===== config.mk =====
export PLATFORM = sky130hd
export DESIGN_NAME = rtcc_top
export DESIGN_NICKNAME = d
export VERILOG_FILES = /design/src/rtcc_pkg.sv /design/src/rtcc_tick_if.sv /design/src/rtcc_tick_gen.sv /design/src/rtcc_top.sv
export SDC_FILE = /design/constraint.sdc
export NUM_CORES = 1
export LEC_CHECK = 0
export ABC_CLOCK_PERIOD_IN_PS = 3900
export BUFFER_PORTS_ARGS = -buffer_cell sky130_fd_sc_hd__buf_2
export CAP_MARGIN = 15
export CORE_MARGIN = 2
export CORE_UTILIZATION = 25
export CTS_CLUSTER_SIZE = 24
export DETAILED_ROUTE_END_ITERATION = 6
export GPL_TIMING_DRIVEN = 0
export SETUP_SLACK_MARGIN = 0.5
export SYNTH_ARGS = -nofsm -noshare
export SYNTH_HDL_FRONTEND = slang
export SYNTH_HIERARCHICAL = 1
export SYNTH_SLANG_ARGS = --single-unit

===== constraint.sdc =====
create_clock -name clk_i -period 3.9 [get_ports clk_i]
set_input_delay 0.585 -clock clk_i [delete_from_list [all_inputs] [get_ports clk_i]]
set_output_delay 0.585 -clock clk_i [all_outputs]
set_load 0.02 [all_outputs]

===== src/rtcc_pkg.sv =====
package rtcc_pkg;
  // Clock rate and derived tick rates
  localparam int CLK_HZ = 125_000_000;
  localparam int BASE_HZ = 4096;
  localparam int BASE_DIV = CLK_HZ / BASE_HZ;
  localparam int SUB_TICKS = 4096;
  localparam int SEC_PER_MIN = 60;

  // Register offsets (byte addresses on the plain port)
  localparam logic [7:0] ADDR_TIMER_VAL = 8'h00;
  localparam logic [7:0] ADDR_TIMER_CTRL = 8'h01;
  localparam logic [7:0] ADDR_FLAGS = 8'h02;
  localparam logic [7:0] ADDR_CAL = 8'h03;
  localparam logic [7:0] ADDR_CLK_CTRL = 8'h04;
  localparam logic [7:0] ADDR_TIMER_CNT = 8'h05;
  localparam logic [7:0] ADDR_IRQ_STAT = 8'h06;
  localparam logic [7:0] ADDR_IRQ_MASK = 8'h07;
  localparam logic [7:0] ADDR_TIME_B0 = 8'h08;
  localparam logic [7:0] ADDR_TIME_B1 = 8'h09;
  localparam logic [7:0] ADDR_TIME_B2 = 8'h0A;
  localparam logic [7:0] ADDR_TIME_B3 = 8'h0B;

  // Field positions
  localparam int TC_RUN = 0;
  localparam int TC_STYLE = 1;
  localparam int TC_IRQ_EN = 2;
  localparam int TC_FSEL_LO = 3;
  localparam int FL_ROLL = 0;
  localparam int FL_HALT = 1;
  localparam int CAL_SIGN = 5;
  localparam int CAL_FT = 6;
  localparam int CC_HALT = 0;
  localparam int CC_SQW_EN = 1;
  localparam int CC_SQW_LO = 2;
  localparam int IRQ_ROLL = 0;
  localparam int IRQ_PDOWN = 1;

  // Reset values
  localparam logic [7:0] RST_TIMER_VAL = 8'h01;
  localparam logic [1:0] RST_IRQ_MASK = 2'h0;
  localparam logic RST_HALT = 1'b1;

  // Tick-source selections for the timer
  typedef enum logic [1:0] {
    RTCC_T_BASE,
    RTCC_T_64HZ,
    RTCC_T_1HZ,
    RTCC_T_1MIN
  } rtcc_tsel_t;
endpackage


===== src/rtcc_tick_if.sv =====
`timescale 1ns/1ps
`default_nettype none
// Calibration in, tick enables and phase out
interface rtcc_tick_if;
  logic [4:0] cal_mag;
  logic cal_neg;
  logic tick_base;
  logic tick_64;
  logic tick_1;
  logic tick_min;
  logic [11:0] phase;
  modport gen (input cal_mag, cal_neg, output tick_base, tick_64, tick_1, tick_min, phase);
  modport use_side (output cal_mag, cal_neg, input tick_base, tick_64, tick_1, tick_min, phase);
endinterface
`default_nettype wire


===== src/rtcc_tick_gen.sv =====
`timescale 1ns/1ps
`default_nettype none
module rtcc_tick_gen #(
  parameter logic [15:0] BASE_DIV = 16'(rtcc_pkg::BASE_DIV)
) (
  input wire logic clk_i,
  input wire logic nrst_i,
  rtcc_tick_if.gen tk
);
  typedef struct packed {
    logic [15:0] div_cnt;
    logic [11:0] sub;
    logic [5:0] sec;
    logic base;
    logic t64;
    logic t1;
    logic tmin;
  } rtcc_tick_st_t;

  rtcc_tick_st_t st_reg;
  rtcc_tick_st_t st_next;
  logic [15:0] period;

  // Calibration stretches or shortens the last base tick of each second
  always_comb begin
    if (tk.cal_neg) begin
      period = BASE_DIV - {11'h000, tk.cal_mag};
    end else begin
      period = BASE_DIV + {11'h000, tk.cal_mag};
    end
    if (st_reg.sub != 12'(rtcc_pkg::SUB_TICKS - 1)) begin
      period = BASE_DIV;
    end
  end

  // Divider chain: base ticks, 64 Hz, 1 Hz, one per minute
  always_comb begin
    st_next = st_reg;
    st_next.base = 1'b0;
    st_next.t64 = 1'b0;
    st_next.t1 = 1'b0;
    st_next.tmin = 1'b0;
    if (st_reg.div_cnt == period - 16'h0001) begin
      st_next.div_cnt = 16'h0000;
      st_next.base = 1'b1;
      st_next.sub = st_reg.sub + 12'h001;
      st_next.t64 = (st_reg.sub[5:0] == 6'h3F);
      if (st_reg.sub == 12'(rtcc_pkg::SUB_TICKS - 1)) begin
        st_next.t1 = 1'b1;
        if (st_reg.sec == 6'(rtcc_pkg::SEC_PER_MIN - 1)) begin
          st_next.sec = 6'h00;
          st_next.tmin = 1'b1;
        end else begin
          st_next.sec = st_reg.sec + 6'h01;
        end
      end
    end else begin
      st_next.div_cnt = st_reg.div_cnt + 16'h0001;
    end
  end

  always_ff @(posedge clk_i or negedge nrst_i) begin
    if (!nrst_i) begin
      st_reg <= '0;
    end else begin
      st_reg <= st_next;
    end
  end

  assign tk.tick_base = st_reg.base;
  assign tk.tick_64 = st_reg.t64;
  assign tk.tick_1 = st_reg.t1;
  assign tk.tick_min = st_reg.tmin;
  assign tk.phase = st_reg.sub;
endmodule
`default_nettype wire


===== src/rtcc_top.sv =====
`timescale 1ns/1ps
`default_nettype none
module rtcc_top #(
  parameter logic [15:0] BASE_DIV = 16'(rtcc_pkg::BASE_DIV)
) (
  input wire logic clk_i,
  input wire logic nrst_i,
  input wire logic [7:0] addr_i,
  input wire logic [7:0] wdata_i,
  input wire logic wr_i,
  input wire logic rd_i,
  output logic [7:0] rdata_o,
  input wire logic power_down_i,
  input wire logic alarm_enable_i,
  input wire logic watchdog_function_i,
  output logic interrupt_line_one_n_o,
  output logic irq_o,
  output logic square_output_o,
  output logic freq_check_o
);
  typedef struct packed {
    logic pd_s1;
    logic pd_s2;
    logic pd_prev;
    logic [7:0] timer_start;
    logic [7:0] timer_count;
    logic timer_run_enable;
    logic timer_output_style_select;
    logic timer_irq_enable;
    logic [1:0] fsel;
    logic rollover_flag;
    logic roll_pulse;
    logic [4:0] cal_mag;
    logic cal_neg;
    logic freq_check_bit;
    logic halt_update_bit;
    logic sqw_en;
    logic [1:0] sqw_sel;
    logic [31:0] time_run;
    logic [31:0] time_view;
    logic [1:0] irq_status;
    logic [1:0] irq_mask;
    logic [7:0] rdata;
    logic sqw_out;
    logic ft_out;
  } rtcc_state_t;

  rtcc_state_t st_reg;
  rtcc_state_t st_next;
  logic timer_tick;
  logic rollover;
  logic pd_rise;
  logic flag_read;
  logic wr_tval;
  logic [7:0] rd_mux;
  logic sqw_phase;

  rtcc_tick_if tk ();

  rtcc_tick_gen #(
    .BASE_DIV(BASE_DIV)
  ) u_tick (
    .clk_i(clk_i),
    .nrst_i(nrst_i),
    .tk(tk)
  );

  assign tk.cal_mag = st_reg.cal_mag;
  assign tk.cal_neg = st_reg.cal_neg;

  // Select the timer tick source from the divider chain
  always_comb begin
    unique case (rtcc_pkg::rtcc_tsel_t'(st_reg.fsel))
      rtcc_pkg::RTCC_T_BASE: timer_tick = tk.tick_base;
      rtcc_pkg::RTCC_T_64HZ: timer_tick = tk.tick_64;
      rtcc_pkg::RTCC_T_1HZ: timer_tick = tk.tick_1;
      rtcc_pkg::RTCC_T_1MIN: timer_tick = tk.tick_min;
    endcase
  end

  // Square-wave phase per frequency selection
  always_comb begin
    unique case (st_reg.sqw_sel)
      2'h0: sqw_phase = tk.phase[0];
      2'h1: sqw_phase = tk.phase[3];
      2'h2: sqw_phase = tk.phase[5];
      2'h3: sqw_phase = tk.phase[11];
    endcase
  end

  // Count of 0 or 1 both roll over, so a stray zero cannot lock the timer up
  assign rollover = timer_tick && st_reg.timer_run_enable && (st_reg.timer_count <= 8'h01);
  assign pd_rise = st_reg.pd_s2 && !st_reg.pd_prev;
  assign flag_read = rd_i && (addr_i == rtcc_pkg::ADDR_FLAGS);
  assign wr_tval = wr_i && (addr_i == rtcc_pkg::ADDR_TIMER_VAL);

  // Read multiplexer; unmapped addresses read as zero
  always_comb begin
    rd_mux = 8'h00;
    unique case (addr_i)
      rtcc_pkg::ADDR_TIMER_VAL: rd_mux = st_reg.timer_start;
      rtcc_pkg::ADDR_TIMER_CTRL: begin
        rd_mux[rtcc_pkg::TC_RUN] = st_reg.timer_run_enable;
        rd_mux[rtcc_pkg::TC_STYLE] = st_reg.timer_output_style_select;
        rd_mux[rtcc_pkg::TC_IRQ_EN] = st_reg.timer_irq_enable;
        rd_mux[rtcc_pkg::TC_FSEL_LO +: 2] = st_reg.fsel;
      end
      rtcc_pkg::ADDR_FLAGS: begin
        rd_mux[rtcc_pkg::FL_ROLL] = st_reg.rollover_flag;
        rd_mux[rtcc_pkg::FL_HALT] = st_reg.halt_update_bit;
      end
      rtcc_pkg::ADDR_CAL: begin
        rd_mux[4:0] = st_reg.cal_mag;
        rd_mux[rtcc_pkg::CAL_SIGN] = st_reg.cal_neg;
        rd_mux[rtcc_pkg::CAL_FT] = st_reg.freq_check_bit;
      end
      rtcc_pkg::ADDR_CLK_CTRL: begin
        rd_mux[rtcc_pkg::CC_HALT] = st_reg.halt_update_bit;
        rd_mux[rtcc_pkg::CC_SQW_EN] = st_reg.sqw_en;
        rd_mux[rtcc_pkg::CC_SQW_LO +: 2] = st_reg.sqw_sel;
      end
      rtcc_pkg::ADDR_TIMER_CNT: rd_mux = st_reg.timer_count;
      rtcc_pkg::ADDR_IRQ_STAT: rd_mux[1:0] = st_reg.irq_status;
      rtcc_pkg::ADDR_IRQ_MASK: rd_mux[1:0] = st_reg.irq_mask;
      rtcc_pkg::ADDR_TIME_B0: rd_mux = st_reg.time_view[7:0];
      rtcc_pkg::ADDR_TIME_B1: rd_mux = st_reg.time_view[15:8];
      rtcc_pkg::ADDR_TIME_B2: rd_mux = st_reg.time_view[23:16];
      rtcc_pkg::ADDR_TIME_B3: rd_mux = st_reg.time_view[31:24];
      default: rd_mux = 8'h00;
    endcase
  end

  // Next-state logic for every register of the block
  always_comb begin
    st_next = st_reg;
    // Power-down pin resynchronised before use
    st_next.pd_s1 = power_down_i;
    st_next.pd_s2 = st_reg.pd_s1;
    st_next.pd_prev = st_reg.pd_s2;
    st_next.rdata = rd_i ? rd_mux : 8'h00;

    // Host writes to configuration registers
    if (wr_i) begin
      unique case (addr_i)
        rtcc_pkg::ADDR_TIMER_VAL: st_next.timer_start = wdata_i;
        rtcc_pkg::ADDR_TIMER_CTRL: begin
          st_next.timer_run_enable = wdata_i[rtcc_pkg::TC_RUN];
          st_next.timer_output_style_select = wdata_i[rtcc_pkg::TC_STYLE];
          st_next.timer_irq_enable = wdata_i[rtcc_pkg::TC_IRQ_EN];
          st_next.fsel = wdata_i[rtcc_pkg::TC_FSEL_LO +: 2];
        end
        rtcc_pkg::ADDR_CAL: begin
          st_next.cal_mag = wdata_i[4:0];
          st_next.cal_neg = wdata_i[rtcc_pkg::CAL_SIGN];
          st_next.freq_check_bit = wdata_i[rtcc_pkg::CAL_FT];
        end
        rtcc_pkg::ADDR_CLK_CTRL: begin
          st_next.halt_update_bit = wdata_i[rtcc_pkg::CC_HALT];
          st_next.sqw_en = wdata_i[rtcc_pkg::CC_SQW_EN];
          st_next.sqw_sel = wdata_i[rtcc_pkg::CC_SQW_LO +: 2];
        end
        rtcc_pkg::ADDR_IRQ_STAT: st_next.irq_status = st_reg.irq_status & ~wdata_i[1:0];
        rtcc_pkg::ADDR_IRQ_MASK: st_next.irq_mask = wdata_i[1:0];
        default: st_next.rdata = st_next.rdata;
      endcase
    end

    // Countdown with automatic reload; a new start value loads at once
    if (wr_tval) begin
      st_next.timer_count = wdata_i;
    end else if (rollover) begin
      st_next.timer_count = st_reg.timer_start;
    end else if (timer_tick && st_reg.timer_run_enable) begin
      st_next.timer_count = st_reg.timer_count - 8'h01;
    end

    // Flag read clears, but a rollover in the same cycle wins
    if (flag_read) begin
      st_next.rollover_flag = 1'b0;
      st_next.roll_pulse = 1'b0;
    end
    if (tk.tick_base) begin
      st_next.roll_pulse = 1'b0;
    end
    if (rollover) begin
      st_next.rollover_flag = 1'b1;
      st_next.roll_pulse = 1'b1;
    end

    // Power-down sets halt; set outranks a host clear in the same cycle
    if (pd_rise) begin
      st_next.halt_update_bit = 1'b1;
    end

    // Internal time keeps running; the visible copy follows only while not halted
    if (tk.tick_1) begin
      st_next.time_run = st_reg.time_run + 32'h0000_0001;
    end
    if (!st_reg.halt_update_bit) begin
      st_next.time_view = st_reg.time_run;
    end

    // Sticky event bits, set winning over a write-one clear
    if (rollover) begin
      st_next.irq_status[rtcc_pkg::IRQ_ROLL] = 1'b1;
    end
    if (pd_rise) begin
      st_next.irq_status[rtcc_pkg::IRQ_PDOWN] = 1'b1;
    end

    // Pin outputs registered to keep them glitch free
    st_next.sqw_out = st_reg.sqw_en && sqw_phase;
    st_next.ft_out = st_reg.freq_check_bit && tk.phase[2]
                     && !(alarm_enable_i || watchdog_function_i || st_reg.sqw_en);
  end

  // State register
  always_ff @(posedge clk_i or negedge nrst_i) begin
    if (!nrst_i) begin
      st_reg <= '0;
      st_reg.timer_start <= rtcc_pkg::RST_TIMER_VAL;
      st_reg.timer_count <= rtcc_pkg::RST_TIMER_VAL;
      st_reg.halt_update_bit <= rtcc_pkg::RST_HALT;
      st_reg.irq_mask <= rtcc_pkg::RST_IRQ_MASK;
    end else begin
      st_reg <= st_next;
    end
  end

  // Level style follows the flag, pulse style lasts to the next base tick
  assign interrupt_line_one_n_o = !(st_reg.timer_irq_enable
      && (st_reg.timer_output_style_select ? st_reg.roll_pulse
                                           : st_reg.rollover_flag));
  assign irq_o = |(st_reg.irq_status & st_reg.irq_mask);
  assign rdata_o = st_reg.rdata;
  assign square_output_o = st_reg.sqw_out;
  assign freq_check_o = st_reg.ft_out;
endmodule
`default_nettype wire


==> flow_metrics.env <==
export IMPL_core_um2=31300
export IMPL_grt_pass1_vias=5594
export IMPL_place_congestion=0.804
export IMPL_cts_buffer_depth=2
export IMPL_wl_met3_um=644
export IMPL_vdd_drop_max_mv=0.342
export IMPL_dr_pass1_iters=6
export IMPL_setup_tns_ps=0
export IMPL_crit_path_max_fanout=7
export IMPL_setup_violations=0
export IMPL_final_cell_mix="dfrtp_1 (149), nand2_1 (71), mux2_2 (46)"
export IMPL_dp_cells=1157
export IMPL_path_delay_family="simple AND/OR/NAND/NOR gates"
export IMPL_vias=5595
export IMPL_cts_root_buf="clkbuf_16"
export IMPL_crit_chain="ha_4, and3_1, and4_4, buf_6, and2_4, ha_4, xnor2_4, or4_1, o21ai_1, o21ai_1, a21oi_1, nand4_1, buf_6, or2_1, buf_6, mux2_4"
export IMPL_critPathArrivalTime_ps=3590
export IMPL_finalWorstSetupSlack_ps=618
export IMPL_final_common_cell="dfrtp_1"
export IMPL_hold_worst_slack_ps=38.4
export IMPL_pre_cts_ws_ps=52.6
export IMPL_clk_pin_slew_worst_paths_ps=90
export IMPL_drive_gt1_share_pct=25.2
export IMPL_worstPathRequired_ps=4210
export IMPL_die_h_um=182
export IMPL_crit_type="reg -> reg"
export IMPL_syn_area_um2=7900
export IMPL_grt_pass1_wl_mm=30.6
export IMPL_path_buf_inv=3
export IMPL_slew_headroom_pct=50.0
export IMPL_syn2layout_area_growth_pct=18.6
export IMPL_antenna_found_initial=0
export IMPL_top_layer="met4"
export IMPL_cts_sinks=153
export IMPL_min_path_type="in -> async"
export IMPL_drc=0
export IMPL_p_per_area_nw_per_um2=374
export IMPL_postRouteAntennaNets=0
export IMPL_antenna_cells=0
export IMPL_cpMostUsedCell="buf_6"
export IMPL_grt_max_degree=112
export IMPL_post_route_period_util_pct=84.1
export IMPL_postSynthCellCount=721
export IMPL_clk_latency_ps=440
export IMPL_period_minus_slack_ps=3280
export IMPL_vias_per_cell=4.68
export IMPL_final_area_um2=9370
export IMPL_worstMarginPinSlew_ps=746
export IMPL_wl_per_cell_um=15.7
export IMPL_fin_skew_ps=23.6
export IMPL_h_tree_depth=4
export IMPL_die_w_um=182
export IMPL_final_nets=813
export IMPL_reg2reg_depth=16
export IMPL_hold_viol_final=0
export IMPL_wl_met2_mm=8.95
export IMPL_grt_setup_unrepaired="no"
export IMPL_area_sequential_um2=3830
export IMPL_syn_avg_cell_area_um2=11.0
export IMPL_nFillCells=3185
export IMPL_largest_reg_flops=97
export IMPL_start_kind="flip-flop"
export IMPL_status="completed"
export IMPL_dr_first_iter_drc_count=403
export IMPL_slowest_stage="dfrtp_1"
export IMPL_worstSetupEndpointType="flip-flop"
export IMPL_start_util_pct=25.2
export IMPL_multiInputGateArea_um2=3790
export IMPL_cap_violations=0
export IMPL_stdcell_count=1195
export IMPL_critPathMaxStageDelay_ps=410
export IMPL_track_usage_pct=11.8
export IMPL_rows=65
export IMPL_place_hpwl_mm=13.3
export IMPL_path_depth=16
export IMPL_syn_nets=754
export IMPL_io_pins=35
export IMPL_drt_met1_wl_mm=8.92
export IMPL_post_dp_cell_area_um2=8620
export IMPL_drt_wl_total_mm=18.7
export IMPL_maxSlewViolCount=0
export IMPL_yosys_warnings=6
export IMPL_cts_tree="done"
export IMPL_p_leak_uw=0.00424
export IMPL_grt_overflow_total=0
export IMPL_io_buffers=33
export IMPL_dieArea_um2=33100
export IMPL_timing_fmax_mhz=305
export IMPL_cts_buffers=17
-- through the flow --
step	power [µW]	util, %
after detailed placement	1820	27.5
after CTS	3550	29.8
after global routing	3650	29.9
after floorplan	1730	-
after global placement	1810	27.4
final	3500	29.9
-- report_power, final --
group / leakage [µW] / total [µW] / switching, µW / internal, µW
combinational: 0.00186 / 158 / 98.9 / 58.7
sequential: 0.00208 / 1630 / 25.4 / 1610
clock: 0.000305 / 1710 / 826 / 888
total: 0.00424 / 3500 / 950 / 2550
-- area by class of cell --
cell class / count / area share (%)
timing repair buffer: 40 / 2.68
inverter: 21 / 0.841
clock inverter: 15 / 2.31
sequential: 153 / 40.9
buffer: 43 / 2.92
clock buffer: 17 / 4.54
tap: 402 / 5.37
multi-input combinational: 504 / 40.4
-- worst reg2reg max path, stage by stage (launching register included) --
cell and delay, ps:
dfrtp_1 410, ha_4 180, and3_1 180, and4_4 160, buf_6 120, and2_4 160
ha_4 180, xnor2_4 140, or4_1 400, o21ai_1 90, o21ai_1 100, a21oi_1 130
nand4_1 110, buf_6 160, or2_1 220, buf_6 140, mux2_4 290
-- metal layers --
metal	vias up	track usage [%]
met2	89	19.1
met1	2803	15.8
li1	2688	-
met3	15	2.69
met5	-	0
met4	0	3.25
-- worst paths after layout --
kind                                           startpoint                            to  slack, ps
max in group asynchronous                          nrst_i        st_reg[16]$_DFFE_PN0N_       2930
min reg2reg                        st_next[113]$_DFF_PN0_        st_next[112]$_DFF_PN0_        360
max                        u_tick/tk.phase[0]$_DFFE_PN0N_  u_tick/st_reg[5]$_DFFE_PN0P_        620
min                                                nrst_i        st_reg[29]$_DFFE_PN0N_         40
max reg2reg                u_tick/tk.phase[0]$_DFFE_PN0N_  u_tick/st_reg[5]$_DFFE_PN0P_        620
min in group clk_i                           power_down_i        st_next[113]$_DFF_PN0_        300
-- what timing repair did --
action                     in CTS  in global routing
pin swaps                       4                  4
gates resized for setup         8                  5
hold buffers                    0                  0
setup endpoints to repair      35                 25
setup buffers                   5                  1
Power figures use the tool's default switching activity.
